File: src/logic/ext_irq_map.svh
// Register addresses, field positions and reset values of the extended interrupt flags block
`ifndef EXT_IRQ_MAP_SVH
`define EXT_IRQ_MAP_SVH

`define SFR_ADDR_PENDING_FLAGS   8'hbf
`define SFR_ADDR_IRQ_ENABLE      8'he6
`define SFR_ADDR_IRQ_PRIORITY    8'hf6
`define SFR_ADDR_PIN_CONFIG      8'hb7

`define RST_PENDING_FLAGS        8'h00
`define RST_IRQ_ENABLE           8'h00
`define RST_IRQ_PRIORITY         8'h00
`define RST_PIN_CONFIG           8'h00

`define MASK_EXT_REG             8'h1c
`define MASK_FLAG_REG            8'h1f

`define BIT_SPARE_ONE            4
`define BIT_SPARE_ZERO           3
`define BIT_FREQ_COUNTER         2
`define BIT_SERIALIZER           2
`define BIT_EDGE_ONE             1
`define BIT_EDGE_ZERO            0

`define CFG_INVERT_ONE           7
`define CFG_SEL_ONE_HI           6
`define CFG_SEL_ONE_LO           4
`define CFG_INVERT_ZERO          3
`define CFG_SEL_ZERO_HI          2
`define CFG_SEL_ZERO_LO          0

`define PIN_CODE_ALT             3'h5
`define ALT_PIN_ZERO             8
`define ALT_PIN_ONE              9
`define GPIO_COUNT               10

`endif

File: src/logic/ext_irq_pkg.sv
// Types shared by the extended interrupt flags block
package ext_irq_pkg;

    typedef logic [7:0] sfr_byte_t;
    typedef logic [2:0] pin_code_t;

    typedef enum logic
    {
        EDGE_SINGLE = 1'b0,
        EDGE_DUAL   = 1'b1
    } edge_mode_e;

endpackage : ext_irq_pkg

File: src/logic/edge_cfg_if.sv
// Configuration and event signals between the flag block and one edge detector
`timescale 1ns/1ns
interface edge_cfg_if;
    import ext_irq_pkg::*;

    pin_code_t  pin_sel;
    logic       invert;
    edge_mode_e mode;
    logic       event_pulse;

    modport ctrl (output pin_sel, output invert, output mode, input event_pulse);
    modport det  (input pin_sel, input invert, input mode, output event_pulse);
endinterface : edge_cfg_if

File: src/logic/edge_detect.sv
// Pin selection, polarity and edge detection for one external edge source
`timescale 1ns/1ns
`include "ext_irq_map.svh"
module edge_detect
    import ext_irq_pkg::*;
#(
    parameter int ALT_PIN = `ALT_PIN_ZERO
)
(
    input  wire logic                   i_ref_clk,
    input  wire logic                   i_reset_n,
    input  wire logic [`GPIO_COUNT-1:0] i_gpio_sync,
    edge_cfg_if.det                     cfg
);

    function automatic logic pick_pin(input logic [`GPIO_COUNT-1:0] pins, input pin_code_t code);
        logic bit_out;
        bit_out = pins[code];
        if (code == `PIN_CODE_ALT)
        begin
            bit_out = pins[ALT_PIN];
        end
        return bit_out;
    endfunction : pick_pin

    logic level;
    logic prev_r;
    logic primed_r;
    logic event_r;
    logic rise;
    logic fall;
    logic hit;

    assign level = pick_pin(i_gpio_sync, cfg.pin_sel) ^ cfg.invert;
    assign rise  = level & ~prev_r;
    assign fall  = ~level & prev_r;
    // Only edges count, a steady level never fires; invert picks the active sense
    assign hit   = primed_r & (rise | ((cfg.mode == EDGE_DUAL) & fall));

    // First sample after reset only primes the history, but a pin held high still fires once it leaves the zero-reset synchronizer
    always_ff @(posedge i_ref_clk or negedge i_reset_n)
    begin
        if (!i_reset_n)
        begin
            prev_r   <= 1'b0;
            primed_r <= 1'b0;
            event_r  <= 1'b0;
        end
        else
        begin
            prev_r   <= level;
            primed_r <= 1'b1;
            event_r  <= hit;
        end
    end

    assign cfg.event_pulse = event_r;

endmodule : edge_detect

File: src/logic/ext_irq_flags_and_masks.sv
// Extended interrupt enable, priority and pending flags with two external edge sources
`timescale 1ns/1ns
`include "ext_irq_map.svh"

module ext_irq_flags_and_masks
    import ext_irq_pkg::*;
(
    input  wire logic                   i_ref_clk,
    input  wire logic                   i_reset_n,
    input  wire logic [7:0]             i_sfr_addr,
    input  wire logic                   i_sfr_wr,
    input  wire logic [7:0]             i_sfr_wdata,
    input  wire logic [`GPIO_COUNT-1:0] i_gpio,
    input  wire logic                   i_global_irq_enable,
    input  wire logic                   i_edge_zero_irq_enable,
    input  wire logic                   i_edge_one_irq_enable,
    input  wire logic                   i_serializer_irq_enable,
    input  wire logic                   i_dual_edge_sel_zero,
    input  wire logic                   i_dual_edge_sel_one,
    input  wire logic                   i_freq_counter_flag,
    input  wire logic                   i_tx_holding_empty,
    output logic [7:0]                  o_sfr_rdata,
    output logic                        o_freq_counter_irq,
    output logic                        o_spare_zero_irq,
    output logic                        o_spare_one_irq,
    output logic                        o_serializer_irq,
    output logic                        o_edge_zero_irq,
    output logic                        o_edge_one_irq,
    output logic                        o_freq_counter_high_prio,
    output logic                        o_spare_zero_high_prio,
    output logic                        o_spare_one_high_prio,
    output logic                        o_capture_timer2,
    output logic                        o_capture_timer3
);

    sfr_byte_t flags_r;
    sfr_byte_t flags_nxt;
    sfr_byte_t enable_r;
    sfr_byte_t enable_nxt;
    sfr_byte_t priority_r;
    sfr_byte_t priority_nxt;
    sfr_byte_t pin_cfg_r;
    sfr_byte_t pin_cfg_nxt;
    sfr_byte_t rdata_nxt;
    sfr_byte_t hw_set;

    logic [`GPIO_COUNT-1:0] gpio_meta_r;
    logic [`GPIO_COUNT-1:0] gpio_sync_r;

    logic tx_empty_prev_r;
    logic tx_empty_rise;

    logic wr_flags;
    logic wr_enable;
    logic wr_priority;
    logic wr_pin_cfg;

    logic rd_flags;
    logic rd_enable;
    logic rd_priority;
    logic rd_pin_cfg;

    logic event_zero;
    logic event_one;

    logic freq_counter_req;
    logic spare_zero_req;
    logic spare_one_req;
    logic serializer_req;
    logic edge_zero_req;
    logic edge_one_req;

    logic freq_counter_irq_r;
    logic spare_zero_irq_r;
    logic spare_one_irq_r;
    logic serializer_irq_r;
    logic edge_zero_irq_r;
    logic edge_one_irq_r;
    logic capture_timer2_r;
    logic capture_timer3_r;
    sfr_byte_t rdata_r;

    edge_cfg_if cfg_zero ();
    edge_cfg_if cfg_one ();

    // Request qualification shared by every source
    function automatic logic gate_req(input logic pending, input logic enable, input logic global_en);
        return pending & enable & global_en;
    endfunction : gate_req

    // Register decode
    assign wr_flags    = i_sfr_wr & (i_sfr_addr == `SFR_ADDR_PENDING_FLAGS);
    assign wr_enable   = i_sfr_wr & (i_sfr_addr == `SFR_ADDR_IRQ_ENABLE);
    assign wr_priority = i_sfr_wr & (i_sfr_addr == `SFR_ADDR_IRQ_PRIORITY);
    assign wr_pin_cfg  = i_sfr_wr & (i_sfr_addr == `SFR_ADDR_PIN_CONFIG);

    assign rd_flags    = (i_sfr_addr == `SFR_ADDR_PENDING_FLAGS);
    assign rd_enable   = (i_sfr_addr == `SFR_ADDR_IRQ_ENABLE);
    assign rd_priority = (i_sfr_addr == `SFR_ADDR_IRQ_PRIORITY);
    assign rd_pin_cfg  = (i_sfr_addr == `SFR_ADDR_PIN_CONFIG);

    // Reserved upper bits are never stored, so they read back as zero
    assign enable_nxt   = wr_enable ? (i_sfr_wdata & `MASK_EXT_REG) : enable_r;
    assign priority_nxt = wr_priority ? (i_sfr_wdata & `MASK_EXT_REG) : priority_r;
    assign pin_cfg_nxt  = wr_pin_cfg ? i_sfr_wdata : pin_cfg_r;

    // Serializer flag fires once per transition to empty, not while it stays empty
    assign tx_empty_rise = i_tx_holding_empty & ~tx_empty_prev_r;

    // Hardware only ever sets flags; spare bits have no hardware source
    assign hw_set[7:5]                = 3'h0;
    assign hw_set[`BIT_SPARE_ONE]     = 1'b0;
    assign hw_set[`BIT_SPARE_ZERO]    = 1'b0;
    assign hw_set[`BIT_SERIALIZER]    = tx_empty_rise;
    assign hw_set[`BIT_EDGE_ONE]      = event_one;
    assign hw_set[`BIT_EDGE_ZERO]     = event_zero;

    // A hardware set in the same cycle as a software clear wins, so no event is lost
    assign flags_nxt = ((wr_flags ? i_sfr_wdata : flags_r) | hw_set) & `MASK_FLAG_REG;

    assign rdata_nxt = rd_flags    ? flags_r :
                       rd_enable   ? enable_r :
                       rd_priority ? priority_r :
                       rd_pin_cfg  ? pin_cfg_r :
                       8'h00;

    // Edge source configuration
    assign cfg_zero.pin_sel = pin_cfg_r[`CFG_SEL_ZERO_HI:`CFG_SEL_ZERO_LO];
    assign cfg_zero.invert  = pin_cfg_r[`CFG_INVERT_ZERO];
    assign cfg_zero.mode    = edge_mode_e'(i_dual_edge_sel_zero);
    assign cfg_one.pin_sel  = pin_cfg_r[`CFG_SEL_ONE_HI:`CFG_SEL_ONE_LO];
    assign cfg_one.invert   = pin_cfg_r[`CFG_INVERT_ONE];
    assign cfg_one.mode     = edge_mode_e'(i_dual_edge_sel_one);

    assign event_zero = cfg_zero.event_pulse;
    assign event_one  = cfg_one.event_pulse;

    // Requests toward the CPU
    assign freq_counter_req = gate_req(i_freq_counter_flag, enable_r[`BIT_FREQ_COUNTER], i_global_irq_enable);
    assign spare_zero_req   = gate_req(flags_r[`BIT_SPARE_ZERO], enable_r[`BIT_SPARE_ZERO], i_global_irq_enable);
    assign spare_one_req    = gate_req(flags_r[`BIT_SPARE_ONE], enable_r[`BIT_SPARE_ONE], i_global_irq_enable);
    assign serializer_req   = gate_req(flags_r[`BIT_SERIALIZER], i_serializer_irq_enable, i_global_irq_enable);
    assign edge_zero_req    = gate_req(flags_r[`BIT_EDGE_ZERO], i_edge_zero_irq_enable, i_global_irq_enable);
    assign edge_one_req     = gate_req(flags_r[`BIT_EDGE_ONE], i_edge_one_irq_enable, i_global_irq_enable);

    // Pins cross into the system clock here; the slower that clock, the later an edge is seen
    always_ff @(posedge i_ref_clk or negedge i_reset_n)
    begin
        if (!i_reset_n)
        begin
            gpio_meta_r <= '0;
            gpio_sync_r <= '0;
        end
        else
        begin
            gpio_meta_r <= i_gpio;
            gpio_sync_r <= gpio_meta_r;
        end
    end

    edge_detect #(
        .ALT_PIN     (`ALT_PIN_ZERO)
    ) u_edge_zero (
        .i_ref_clk   (i_ref_clk),
        .i_reset_n   (i_reset_n),
        .i_gpio_sync (gpio_sync_r),
        .cfg         (cfg_zero.det)
    );

    edge_detect #(
        .ALT_PIN     (`ALT_PIN_ONE)
    ) u_edge_one (
        .i_ref_clk   (i_ref_clk),
        .i_reset_n   (i_reset_n),
        .i_gpio_sync (gpio_sync_r),
        .cfg         (cfg_one.det)
    );

    // Pending flags: hardware sets and software writes meet only in flags_nxt
    always_ff @(posedge i_ref_clk or negedge i_reset_n)
    begin
        if (!i_reset_n)
        begin
            flags_r <= `RST_PENDING_FLAGS;
        end
        else
        begin
            flags_r <= flags_nxt;
        end
    end

    // Configuration bytes change only on their own write strobe
    always_ff @(posedge i_ref_clk or negedge i_reset_n)
    begin
        if (!i_reset_n)
        begin
            enable_r   <= `RST_IRQ_ENABLE;
            priority_r <= `RST_IRQ_PRIORITY;
            pin_cfg_r  <= `RST_PIN_CONFIG;
        end
        else
        begin
            enable_r   <= enable_nxt;
            priority_r <= priority_nxt;
            pin_cfg_r  <= pin_cfg_nxt;
        end
    end

    // Registered read data keeps the bus output glitch free, at one cycle of latency
    always_ff @(posedge i_ref_clk or negedge i_reset_n)
    begin
        if (!i_reset_n)
        begin
            rdata_r <= 8'h00;
        end
        else
        begin
            rdata_r <= rdata_nxt;
        end
    end

    // Previous empty level resets high so a holding register empty at start-up is no event
    always_ff @(posedge i_ref_clk or negedge i_reset_n)
    begin
        if (!i_reset_n)
        begin
            tx_empty_prev_r <= 1'b1;
        end
        else
        begin
            tx_empty_prev_r <= i_tx_holding_empty;
        end
    end

    always_ff @(posedge i_ref_clk or negedge i_reset_n)
    begin
        if (!i_reset_n)
        begin
            freq_counter_irq_r <= 1'b0;
            spare_zero_irq_r   <= 1'b0;
            spare_one_irq_r    <= 1'b0;
            serializer_irq_r   <= 1'b0;
            edge_zero_irq_r    <= 1'b0;
            edge_one_irq_r     <= 1'b0;
        end
        else
        begin
            freq_counter_irq_r <= freq_counter_req;
            spare_zero_irq_r   <= spare_zero_req;
            spare_one_irq_r    <= spare_one_req;
            serializer_irq_r   <= serializer_req;
            edge_zero_irq_r    <= edge_zero_req;
            edge_one_irq_r     <= edge_one_req;
        end
    end

    // Capture triggers follow the raw edge events, independent of flags and masks
    always_ff @(posedge i_ref_clk or negedge i_reset_n)
    begin
        if (!i_reset_n)
        begin
            capture_timer2_r <= 1'b0;
            capture_timer3_r <= 1'b0;
        end
        else
        begin
            capture_timer2_r <= event_zero;
            capture_timer3_r <= event_one;
        end
    end

    assign o_sfr_rdata              = rdata_r;
    assign o_freq_counter_irq       = freq_counter_irq_r;
    assign o_spare_zero_irq         = spare_zero_irq_r;
    assign o_spare_one_irq          = spare_one_irq_r;
    assign o_serializer_irq         = serializer_irq_r;
    assign o_edge_zero_irq          = edge_zero_irq_r;
    assign o_edge_one_irq           = edge_one_irq_r;
    assign o_freq_counter_high_prio = priority_r[`BIT_FREQ_COUNTER];
    assign o_spare_zero_high_prio   = priority_r[`BIT_SPARE_ZERO];
    assign o_spare_one_high_prio    = priority_r[`BIT_SPARE_ONE];
    assign o_capture_timer2         = capture_timer2_r;
    assign o_capture_timer3         = capture_timer3_r;

endmodule : ext_irq_flags_and_masks

File: config.mk
export PLATFORM = sky130hd
export DESIGN_NAME = ext_irq_flags_and_masks
export DESIGN_NICKNAME = d
export VERILOG_FILES = /design/src/logic/ext_irq_pkg.sv /design/src/logic/edge_cfg_if.sv /design/src/logic/edge_detect.sv /design/src/logic/ext_irq_flags_and_masks.sv
export VERILOG_INCLUDE_DIRS = /design/src /design/src/logic
export SDC_FILE = /design/constraint.sdc
export NUM_CORES = 1
export LEC_CHECK = 0
export BUFFER_PORTS_ARGS = -buffer_cell sky130_fd_sc_hd__buf_2
export CAP_MARGIN = 20
export CORE_ASPECT_RATIO = 1.4
export CORE_UTILIZATION = 55
export DETAILED_ROUTE_END_ITERATION = 8
export PLACE_DENSITY = 0.91
export REMOVE_ABC_BUFFERS = 1
export SLEW_MARGIN = 20
export SYNTH_ARGS = -nofsm -noshare
export SYNTH_HDL_FRONTEND = slang
export SYNTH_SLANG_ARGS = --single-unit
File: constraint.sdc
create_clock -name i_ref_clk -period 2.7 [get_ports i_ref_clk]
set_clock_uncertainty 0.1 [all_clocks]
set_input_delay 0.405 -clock i_ref_clk [delete_from_list [all_inputs] [get_ports i_ref_clk]]
set_output_delay 0.405 -clock i_ref_clk [all_outputs]
set_load 0.05 [all_outputs]
After elaboration in Yosys (flattened, before gate mapping):

Index checks and enable logic that the tools add are counted.

* register bits: 61
* input port bits: 37
* output and inout port bits: 19
* word-level logic and storage cells: 75

* order comparisons: 2
* equality and inequality tests: 6
* multiplexer cells: 11
* bitwise gates (word level): 35

Operators with widths (number)
* == test 8 bit (second input constant): 4
* 2-to-1 mux 8 bit: 4
* AND 1 bit: 25
* < comparator 3 x 5 -> 1 bit (second input constant): 2
* binary-select mux 1 bit (select 3 bit): 2
* == test 3 bit (second input constant): 2
* 2-to-1 mux 5 bit: 1
* inverter 1 bit: 5
* OR 5 x 3 -> 5 bit: 1
* 2-to-1 mux 1 bit: 4
* OR 1 bit: 2
* bitwise XOR 1 bit: 2

Logic depth before layout (Yosys ltp):

Gate-level depths: netlist of run 1.

* depth in word-level cells: 9
* mapped depth: 5
* mapped depth without buffers: 4

Cells and area by module:

From an unflattened synthesis of run 1, not the netlist that was laid out.

* cell total of the unflattened synthesis: 160
* area, all modules: 2407.3 um2

Modules (own cells, without submodules)
* ext_irq_flags_and_masks: instances 1, cells each 130, area each 1986.9 um2, seq. area each 1402.6 um2
* edge_detect: instances 2, cells each 15, area each 210.2 um2, seq. area each 75.1 um2

Worst setup path after synthesis of run 1:

No wires, ideal clock.

* kind: input to register
* start: input i_sfr_addr[2]
* end: register pin_cfg_r[0]
* setup time: 0.125 ns
* arrival: 1.541 ns
* required time: 2.475 ns
* setup slack: 0.934 ns
* cell stages on the path: 4
* cells stage by stage: and4_1 -> nand2_1 -> nor3b_2 -> mux2_2

* word-level cells in the longest chain between the ends: 2

Ends and longest elaborated chain
* start, declared: RTL line ext_irq_flags_and_masks.sv:10 `input wire logic [7:0] i_sfr_addr,`
* == test 8 bit (no line)
* AND 1 bit: RTL line ext_irq_flags_and_masks.sv:95 `` assign wr_pin_cfg = i_sfr_wr & (i_sfr_addr == `SFR_ADDR_PIN_CONFIG); ``
* end signal, assigned: RTL line ext_irq_flags_and_masks.sv:199 `` pin_cfg_r <= `RST_PIN_CONFIG; ``
* end signal, assigned: RTL line ext_irq_flags_and_masks.sv:205 `pin_cfg_r <= pin_cfg_nxt;`
* end, declared: RTL line ext_irq_flags_and_masks.sv:42 `sfr_byte_t pin_cfg_r;`

Every way passes these cells.
A chain may end at the register's enable or synchronous reset.

Worst setup path after layout of run 1:

* start: register pin_cfg_r[1]
* end: register u_edge_zero.event_r, in the netlist u_edge_zero.cfg.event_pulse

* word-level cells in the longest chain between the ends: 9
* elaborated cells between the ends (all ways): 11
* classes of those cells: eq/ne: 1; mux: 3; bitwise: 7

Ends and longest elaborated chain
* binary-select mux 1 bit (select 3 bit): RTL line edge_detect.sv:18 `bit_out = pins[code];`
* 2-to-1 mux 1 bit (not written as such): RTL line edge_detect.sv:18
* 2-to-1 mux 1 bit (*): RTL line edge_detect.sv:19 `` if (code == `PIN_CODE_ALT) ``
* bitwise XOR 1 bit (*): RTL line edge_detect.sv:34 `assign level = pick_pin(i_gpio_sync, cfg.pin_sel) ^ cfg.invert;`
* inverter 1 bit: RTL line edge_detect.sv:36 `assign fall = ~level & prev_r;`
* AND 1 bit: RTL line edge_detect.sv:36
* AND 1 bit: RTL line edge_detect.sv:38 `assign hit = primed_r & (rise | ((cfg.mode == EDGE_DUAL) & fall));`
* OR 1 bit (*): RTL line edge_detect.sv:38
* AND 1 bit (*): RTL line edge_detect.sv:38
* net u_edge_zero.hit: RTL line edge_detect.sv:32 `logic hit;`
* end signal, assigned: RTL line edge_detect.sv:53 `event_r <= hit;`
* end, declared: RTL line edge_detect.sv:29 `logic event_r;`

Mark *: on every way through the listed nets, which the timed path passes. The rest lies on a longest branch. The select of a mux whose other input is x is not followed.

==> results of run 1 <==
[cell families after synthesis]
logic type	Yosys count
mux	24
xor+xnor	2
other cells	1
simple gates	41
flops	59
buf+inv	4
compound gates	17
[sequential cells by signal, summed over array words and instances, names as in the netlist, 3 cells and up]
register     flops
o_sfr_rdata      8
priority_r       3
pin_cfg_r        8
flags_r          5
enable_r         3
gpio_sync_r      9
gpio_meta_r      9
[final cells by class]
class / count / area, um2
clock inverters: 2 / 10.0
well taps: 42 / 52.6
inverters: 3 / 11.3
clock buffers: 14 / 163
fillers: 257 / 1030
flip-flops and latches: 59 / 1480
multi-input cells: 85 / 714
repair buffers: 56 / 285
[worst max-delay path: cells and delay by family (launching register included)]
family / cells / cell delay (ps)
AO/OA/AOI/OAI: 1 / 270
flip-flops: 1 / 430
multiplexers: 2 / 850
AND/OR/NAND/NOR: 1 / 90
[metrics by stage]
stage / instances / worst slack [ps] / instance area (um2)
floorplan: 147 / 934 / 2200
global placement: 245 / 827 / 2540
CTS: 261 / 861 / 2710
global route: 261 / 767 / 2710
detailed placement: 245 / 779 / 2540
finish: 261 / 846 / 2710
[cell usage in the layout (no fill, tap or decap), types with 2 or more instances in the layout]
master and instances:
a211o_1 4, a22oi_1 3, and3_1 10, and4b_1 2, buf_2 54, buf_4 2
clkbuf_1 3, clkbuf_8 11, clkinv_2 2, dfrtp_1 58, inv_1 3, mux2_2 16
mux2i_1 3, mux4_1 2, mux4_2 2, nand2_1 8, nand2b_1 3, nand4_1 4
nor2_1 5, nor2b_1 2, o21ai_0 7, xnor2_1 2
[worst max-delay path by stage]
stage,to,slack [ps],cells past startpoint
finish,u_edge_zero.cfg.event_pulse,850,4
global route,u_edge_zero.cfg.event_pulse,770,4
CTS,u_edge_zero.cfg.event_pulse,860,4
detailed placement,flags_r[0],780,4
global placement,flags_r[0],830,4
floorplan,pin_cfg_r[0],930,4
[power groups by stage]
| stage | registers [W] | logic [W] | clock network [W] |
|---|---|---|---|
| floorplan | 0.000994 | 0.0000539 | 0 |
| global placement | 0.000966 | 0.000148 | 0 |
| detailed placement | 0.000970 | 0.000151 | 0 |
| CTS | 0.000954 | 0.000152 | 0.000704 |
| global route | 0.000959 | 0.000163 | 0.000742 |
| finish | 0.000954 | 0.000150 | 0.000685 |
[routing by layer]
metal	vias to the layer above	track usage	routed length [um]
li1	676	-	-
met1	731	0.218	1490
met2	51	0.360	2190
met3	13	0.0675	185
met4	0	0.140	114
met5	-	0	0
==> key figures, run 1 <==
Placement
  – Port bufs: 54
  – DP HPWL: 2790 um
  – Placer Congestion: 0.865

Route
  – Number of DRC markers in iteration 0: 41
  – Post-DR wirelength/cell: 15.2 um
  – DRC: 0
  – ANT nets after route: 0
  – Vias: 1471
  – DRT Pass-1 Iters: 4
  – Routed WL: 3980 um
  – DR vias/cell: 5.64

Worst setup path
  – Type of origin of the critical path: flop
  – Crit path max fanout: 4
  – Crit. End Element: flop
  – Crit path DAT: 1970 ps
  – FF-to-FF path depth: 4
  – Crit-path cells: mux4_1 > mux2i_4 > nor4b_1 > a211o_1
  – Reg2Reg Setup Slack: 850 ps
  – Crit path required time: 2820 ps
  – Worst Setup SP: pin_cfg_r[1]
  – Critical R2R Launch: pin_cfg_r[1]
  – Reg2reg end: u_edge_zero.cfg.event_pulse
  – Biggest cell delay along the critical path: 620 ps
  – Crit path kind: reg2reg
  – Slowest CP cell: mux4_1

Finish
  – Final core occ: 0.725
  – Nets: 251
  – Antenna Diode Count: 0
  – Layout area overhead: 22.8%
  – Fraction of layout cells with a size suffix above 1: 0.416

STA
  – Period utilisation layout: 0.687
  – Worst Tran Pin Value: 703 ps
  – Slew headroom: 0.532
  – Max Fclk: 539 MHz
  – Fin Hold WS: 79.8 ps
  – Post-layout minimum cycle time: 1850 ps
  – Total negative slack: 0 ps
  – Final setup viols: 0
  – Final hold violation count: 0
  – RSZ-0062 raised after global routing: no
  – Max Slew Vio Count: 0

Synth
  – Multiplexer share of the synthesized area: 0.149
  – Adder-cell share of the synthesized area: 0
  – Ranking of synthesized cells by area: dfrtp_1, mux2_2, and3_1
  – Distinct cells, synth: 31
  – Synth top area share: 0.656
  – Largest area contributor in the netlist: dfrtp_1
  – Synth Area in Compound Gates: 0.0526
  – Cell Area, Synth: 2210 um2
  – Syn_area_per_cell: 14.9 um2
  – Post-synthesis sequential area ratio: 0.668
  – Cells after Synth: 148
  – Synth warn: 0
  – Asr flop ratio synth: 1.00
  – Main synth FF type: dfrtp_1
  – Synth Area in XOR/XNOR: 0.00792
  – Synth top cells by count: dfrtp_1, mux2_2, and3_1
  – Count leader, synth: dfrtp_1
  – Number of synthesized flops with an enable pin: 0
  – Seq cells post-synth: 59
  – Simple-Gate Fraction of Synth Area: 0.111
  – Largest family of logic cells by synthesized area: multiplexers

Power
  – Pleak: 1.41 nW
  – Power Density: 659 nW/um2
  – Internal power: 0.00137 W
  – VDD IR max: 0.462 mV
  – PnR Total Power: 0.00179 W
  – Seq pwr share: 0.533
  – Logic pwr share: 0.084
  – NetSw: 0.000419 W
  – Sw Share: 0.234
  – Clk pwr share: 0.383

Min path
  – Hold Crit Class: in2reg
  – WHS Endpoint: gpio_meta_r[8]
  – Hold depth: 1
  – Hold path startpoint: i_gpio[8]

Clocking
  – Sink Count: 59
  – Clk root buf: clkbuf_8
  – CTS H-tree depth: 3
  – CTS Buf Count: 9
  – Worst-Skew Late Latency: 320 ps
  – Post-CTS setup buffer count: 0
  – Clk pin slew, worst setup/hold paths: 60 ps
  – Post-CTS Hold Fix Bufs: 0
  – TritonCTS clock tree: yes
  – CTS resizes: 0
  – Longest Clk Path Bufs: 2

Die
  – Core box area: 3740 um2
  – Die W: 55.6 um
  – Initial Utilization: 0.591
  – Rows: 26
  – Die area: 4280 um2
  – Die height: 77.0 um
  – IO Count: 56

Global route
  – All-layer global routing usage: 0.211
  – Overflow after GRT: 0
  – Antenna violations before repair: 0
  – Largest net degree at the start of global routing: 60
  – Vias in the first global route: 1534
  – First-pass GRT wire length: 6630 um

Run status
  – Status: finished clean

Job
  – Max Cap Viol: 0
Note: power is estimated with default switching activity, not from simulation.
==> inputs of run 2 (changes only) <==
- ABC_AREA: not set -> 1
- CORE_UTILIZATION: 55 -> 47
- PLACE_DENSITY: 0.91 -> 0.83
- clock period: 2.7 -> 1.7 ns (I/O delays scaled with it)
==> run 2 against run 1 <==
First-iteration DRC count is 130% higher. Final area is 12% higher. Wire length is 22% higher. Cell count is 44% higher. Largest cell class unchanged.
==> key figures, run 2 <==
Run status
  – Status: finished clean

Synth
  – Synth top cells by count: nand2_1, dfrtp_1, nand3_1
  – Synth top area share: 0.624 (-0.0322)
  – Cell Area, Synth: 2320 um2 (+5.2%)
  – Seq cells post-synth: 59 (unchanged)
  – Number of synthesized flops with an enable pin: 0 (unchanged)
  – Syn_area_per_cell: 10.1 um2 (-32%)
  – Largest area contributor in the netlist: dfrtp_1
  – Count leader, synth: nand2_1
  – Post-synthesis sequential area ratio: 0.636 (-0.0327)
  – Synth warn: 0 (unchanged)
  – Ranking of synthesized cells by area: dfrtp_1, nand2_1, nand3_1
  – Asr flop ratio synth: 1.00 (unchanged)
  – Distinct cells, synth: 25 (-19%)
  – Cells after Synth: 230 (+55%)
  – Main synth FF type: dfrtp_1

Power
  – Sw Share: 0.252 (+0.0178)
  – Seq pwr share: 0.473 (-0.060)
  – Pleak: 1.60 nW (+14%)
  – Clk pwr share: 0.413 (+0.030)
  – Logic pwr share: 0.114 (+0.030)
  – NetSw: 0.000820 W (+96%)
  – Internal power: 0.00243 W (+78%)
  – Power Density: 1070 nW/um2 (+62%)
  – VDD IR max: 0.648 mV (+40%)

Worst setup path
  – Worst Setup SP: pin_cfg_r[4]
  – Critical Path End: u_edge_one.cfg.event_pulse
  – Type of origin of the critical path: flop
  – Reg2Reg Setup Slack: 320 ps (-520 ps)
  – Slowest CP cell: dfrtp_1
  – Crit. End Element: flop
  – Crit-path cells: inv_2 > nand2_1 > nand3_1 > nand3_1 > nand2_1 > nand2_1 > nand2_1 > nor2_1 > nor2_1
  – Crit path max fanout: 6 (+2)
  – Crit path DAT: 1510 ps (-460 ps)
  – Biggest cell delay along the critical path: 460 ps (-160 ps)
  – Worst Path Buf+Inv: 1 (+1)
  – FF-to-FF path depth: 9 (+5)
  – CP Depth: 9 (+5)
  – Crit path required time: 1830 ps (-990 ps)
  – Crit path kind: reg2reg
  – Reg2reg end: u_edge_one.cfg.event_pulse
  – CP delay by family, top: simple AND/OR/NAND/NOR gates
  – Most used cell, CP: nand2_1
  – Critical R2R Launch: pin_cfg_r[4]

STA
  – Final setup viols: 0 (unchanged)
  – Max Fclk: 727 MHz (+35%)
  – Max Slew Vio Count: 0 (unchanged)
  – Worst Tran Pin Value: 495 ps (-208 ps)
  – Period utilisation layout: 0.809 (+0.122)
  – Total negative slack: 0 ps (unchanged)
  – Final hold violation count: 0 (unchanged)
  – Slew headroom: 0.668 (+0.136)
  – Post-layout minimum cycle time: 1380 ps (-478 ps)
  – RSZ-0062 raised after global routing: no

Global route
  – Overflow after GRT: 0 (unchanged)
  – Antenna violations before repair: 0 (unchanged)
  – All-layer global routing usage: 0.221 (+0.00970)
  – First-pass GRT wire length: 8020 um (+21%)
  – Vias in the first global route: 1874 (+22%)
  – Largest net degree at the start of global routing: 37 (-38%)

Finish
  – Fill cells: 402 (+56%)
  – Nets: 347 (+38%)
  – Antenna Diode Count: 0 (unchanged)
  – Most frequent cells in the layout: nand2_1, dfrtp_1, buf_2
  – Fraction of layout cells with a size suffix above 1: 0.309 (-0.107)
  – Layout area overhead: 30.8%
  – Top flop regs: gpio_meta_r: 9 flops, gpio_sync_r: 9 flops
  – Final core occ: 0.655 (-0.0708)
  – Most common cell after layout, fill and taps aside: nand2_1

Clocking
  – CTS H-tree depth: 3 (unchanged)
  – Sink Count: 59 (unchanged)
  – Post-CTS Hold Fix Bufs: 11 (+11)
  – Post-CTS setup buffer count: 0 (unchanged)
  – Clk root buf: clkbuf_8
  – CTS Buf Count: 9 (unchanged)
  – Clk pin slew, worst setup/hold paths: 70 ps (about the same)
  – TritonCTS clock tree: yes
  – Worst-Skew Late Latency: 340 ps (+20 ps)
  – CTS resizes: 0 (unchanged)
  – Longest Clk Path Bufs: 2 (unchanged)

Placement
  – DP HPWL: 3380 um (+21%)
  – Placer Congestion: 0.861 (-0.49%)
  – Port bufs: 54 (unchanged)

Die
  – Initial Utilization: 0.501 (-0.0904)
  – Die height: 85.2 um (+11%)
  – Core box area: 4640 um2 (+24%)
  – Die W: 61.4 um (+11%)
  – Die area: 5240 um2 (+22%)
  – IO Count: 56 (unchanged)
  – Rows: 29 (+12%)

Min path
  – Hold Crit Class: in2reg

Route
  – ANT nets after route: 0 (unchanged)
  – DRT Pass-1 Iters: 4 (unchanged)
  – DRC: 0 (unchanged)
  – Vias: 1852 (+26%)
  – Post-DR wirelength/cell: 12.9 um (-15%)
  – Routed WL: 4850 um (+22%)
  – Number of DRC markers in iteration 0: 96 (+130%)
  – DR vias/cell: 4.93 (-13%)

Job
  – Max Cap Viol: 0 (unchanged)
==> run 2: worst register-to-register path, delay by kind of cell, from the launching register on <==
family,cells,cell delay (ps)
buf+inv,1,90
flops,1,460
simple gates,8,630
==> run 2: worst min-delay path by stage <==
stage,startpoint,endpoint,depth (start not counted)
global placement,i_reset_n,enable_r[2],2
finish,i_edge_zero_irq_enable,o_edge_zero_irq,3
floorplan,i_reset_n,enable_r[2],0
detailed placement,i_reset_n,enable_r[2],2
CTS,i_edge_one_irq_enable,o_edge_one_irq,3
global route,i_sfr_wdata[5],pin_cfg_r[5],3
==> run 2: cell type report <==
class	count	area, um2	share of cell area
Sequential cell	59	1480	0.486
Multi-Input combinational cell	145	741	0.244
Timing Repair Buffer	70	443	0.146
Clock buffer	10	128	0.0420
Inverter	25	95.1	0.0313
Clock inverter	5	78.8	0.0259
Tap cell	62	77.6	0.0255
==> run 2: power by group through the flow <==
stage	clock (W)	combinational [W]	sequential [W]
finish	0.00135	0.000370	0.00154
global route	0.00143	0.000413	0.00155
CTS	0.00136	0.000372	0.00154
detailed placement	0	0.000352	0.00156
global placement	0	0.000343	0.00156
floorplan	0	0.000136	0.00163
==> run 2: kinds of logic (layout without fill, tap and decap cells) <==
logic type             Yosys count  after routing  share of synthesized area
AO/OA/AOI/OAI                   21             21                     0.0495
flip-flops                      59             59                      0.636
AND/OR/NAND/NOR                123            123                      0.267
buffers and inverters           26            110                     0.0457
other                            1              1                    0.00161
==> run 2: per-layer routing <==
layer,global-route usage,vias to the layer above,share of wire
li1,-,897,-
met1,0.232,862,0.37
met2,0.365,72,0.54
met3,0.0640,21,0.048
met4,0.154,0,0.042
met5,0,-,0
==> run 2: metrics by stage <==
| step | total power, W | cell area (um2) | setup WS (ps) | instances | hold WS, ps |
|---|---|---|---|---|---|
| floorplan | 0.00176 | 2310 | 415 | 229 | -141 |
| finish | 0.00325 | 3040 | 324 | 376 | 32.1 |
| global placement | 0.00190 | 2720 | 255 | 350 | 144 |
| detailed placement | 0.00192 | 2720 | 186 | 350 | 147 |
| global route | 0.00339 | 3040 | 228 | 376 | 29.0 |
| CTS | 0.00327 | 3040 | 340 | 376 | 18.5 |
==> inputs of run 3 (changes only) <==
- clock period: 1.7 -> 1.2 ns (I/O delays scaled with it)
==> run 3 against run 2 <==
The run now ends with setup timing left. Utilization up 8.7 points. Global-route usage up 0.45 points. Final area up 13%. Largest cell class unchanged.
==> key figures, run 3 (synthesis gave the netlist of run 2 again) <==
Clocking
  – Worst-Skew Late Latency: 330 ps (about the same)
  – CTS Buf Count: 9 (unchanged)
  – Sink Count: 59 (unchanged)
  – Clk root buf: clkbuf_8
  – Longest Clk Path Bufs: 2 (unchanged)
  – Clk pin slew, worst setup/hold paths: 70 ps (about the same)
  – CTS H-tree depth: 3 (unchanged)
  – TritonCTS clock tree: yes

STA
  – Slack of the critical path: -129 ps (-454 ps)
  – Post-layout minimum cycle time: 1330 ps (-46.2 ps)
  – Max Fclk: 752 MHz (+3.5%)
  – Final hold violation count: 0 (unchanged)
  – Max Slew Vio Count: 0 (unchanged)
  – Total negative slack: -314 ps (-314 ps)
  – Final setup viols: 3 (+3)
  – Period utilisation layout: 1.11 (+0.299)
  – RSZ-0062 raised after global routing: yes

Route
  – ANT nets after route: 0 (unchanged)
  – Vias: 1971 (+6.4%)
  – Post-DR wirelength/cell: 13.5 um (+4.8%)
  – DRT Pass-1 Iters: 4 (unchanged)
  – Number of DRC markers in iteration 0: 62 (-35%)
  – Routed WL: 5430 um (+12%)
  – DR vias/cell: 4.90 (-0.46%)
  – DRC: 0 (unchanged)

Run status
  – Violated checks: setup timing
  – Status: finished with violations

Finish
  – Post-route cell area: 3440 um2 (+13%)
  – Final core occ: 0.742 (+0.0870)
  – Antenna Diode Count: 0 (unchanged)
  – Top flop regs: gpio_meta_r: 9 flops, gpio_sync_r: 9 flops
  – Most common cell after layout, fill and taps aside: dfrtp_1
  – Most frequent cells in the layout: dfrtp_1, nand2_1, buf_2
  – Fraction of layout cells with a size suffix above 1: 0.409 (+0.0999)
  – Layout area overhead: 48.2%
  – Fill cells: 323 (-20%)
  – Nets: 372 (+7.2%)

Power
  – PnR Total Power: 0.00474 W (+46%)
  – Pleak: 1.76 nW (+9.5%)
  – Power Density: 1380 nW/um2 (+29%)
  – VDD IR max: 1.09 mV (+67%)

Placement
  – Placer Congestion: 0.876 (+1.8%)
  – DP Worst Slack: -124 ps (-310 ps)
  – Post-DP Area: 2840 um2 (+4.1%)
  – DP HPWL: 3590 um (+6.2%)
  – Port bufs: 54 (unchanged)

Worst setup path
  – Crit path required time: 1360 ps (-470 ps)
  – Slowest CP cell: dfrtp_2
  – Worst Path Buf+Inv: 1 (unchanged)
  – Type of origin of the critical path: flop
  – CP delay by family, top: simple AND/OR/NAND/NOR gates
  – Crit path DAT: 1490 ps (-20 ps)
  – Reg2Reg Setup Slack: -130 ps (-450 ps)
  – Reg2reg end: u_edge_zero.cfg.event_pulse
  – Crit path max fanout: 5 (-1)
  – FF-to-FF path depth: 9 (unchanged)
  – Critical R2R Launch: pin_cfg_r[0]
  – Crit path kind: reg2reg
  – Biggest cell delay along the critical path: 460 ps (about the same)
  – Crit. End Element: flop
  – Crit-path cells: inv_4 > nand2_2 > nand3_2 > nand3_4 > nand2_2 > nand2_1 > nand3_1 > nand2_1 > nor2_1

Die
  – IO Count: 56 (unchanged)
  – Initial Utilization: 0.501 (unchanged)
  – Die W: 61.4 um (unchanged)
  – Core box area: 4640 um2 (unchanged)
  – Die height: 85.2 um (unchanged)
  – Rows: 29 (unchanged)
  – Die area: 5240 um2 (unchanged)

Min path
  – Hold path startpoint: i_freq_counter_flag
  – Hold depth: 3 (unchanged)
  – Hold Crit Class: in2reg
  – WHS Endpoint: o_freq_counter_irq

Global route
  – First-pass GRT wire length: 8380 um (+4.5%)
  – Met2 usage: 0.393 (+0.0287)
  – Largest net degree at the start of global routing: 31 (-16%)
  – Antenna violations before repair: 0 (unchanged)
  – Vias in the first global route: 1966 (+4.9%)
  – Grt met3 use: 0.0625 (-0.00152)
  – Met1 usage in global routing: 0.239 (+0.00677)
  – All-layer global routing usage: 0.225 (+0.00454)
  – Overflow after GRT: 0 (unchanged)
  – Global routing's busiest layer: met2

Job
  – Max Cap Viol: 0 (unchanged)
==> run 3: cell count changes in the layout (fill, tap and decap cells not counted), sizes merged <==
cell         change
buf             +17
dlygate4sd3      +8
clkbuf           +2
bufinv           -1
clkinv           -1
clkinvlp         +1
==> run 3: metrics by stage <==
| step | cells | hold slack [ps] |
|---|---|---|
| global placement | 365 | 101 |
| finish | 402 | 18.6 |
| detailed placement | 365 | 102 |
| global route | 402 | 25.1 |
| CTS | 401 | 8.73 |
| floorplan | 229 | -216 |
==> run 3: worst max path at each step <==
stage                  start                           to  slack (ps)  depth (start not counted)
2_1_floorplan  i_sfr_addr[7]                   flags_r[0]         -10                          7
3_3_place_gp   i_sfr_addr[0]                  enable_r[4]         -90                          7
3_5_place_dp    pin_cfg_r[0]  u_edge_zero.cfg.event_pulse        -120                          9
4_1_cts         pin_cfg_r[0]  u_edge_zero.cfg.event_pulse        -100                          9
5_1_grt         pin_cfg_r[4]   u_edge_one.cfg.event_pulse        -210                          9
6_report        pin_cfg_r[0]  u_edge_zero.cfg.event_pulse        -130                          9
==> run 3: metal layers <==
metal,vias up,wire length (um),part of all wire
met5,-,0,0
met4,0,148,0.027
li1,956,-,-
met1,939,1890,0.35
met2,64,3170,0.58
met3,12,225,0.041
==> run 3: what timing repair did <==
item	in CTS	in global routing
buffers inserted	1	1
endpoints found under the setup margin	11	18
endpoints found under the hold margin	79	0
hold buffers	19	0
pin swaps	5	7
gates resized for setup	15	50
==> run 3: tightest hold or removal path, stage by stage <==
cell,delay (ps)
buf_2,90
nand2_1,80
nor2_1,50
==> run 3: report_power, final <==
part	internal [W]	total [W]	switching (W)
clock network	0.00112	0.00187	0.000753
logic	0.000275	0.000672	0.000397
registers	0.00211	0.00219	0.0000796
total	0.00351	0.00474	0.00123
==> run 3: area by class of cell <==
class | instances | area [um2] | area share
Clock buffer | 12 | 165 | 0.0479
Inverter | 25 | 97.6 | 0.0283
Tap cell | 62 | 77.6 | 0.0225
Timing Repair Buffer | 95 | 726 | 0.211
Clock inverter | 4 | 47.5 | 0.0138
Multi-Input combinational cell | 145 | 851 | 0.247
Sequential cell | 59 | 1480 | 0.430
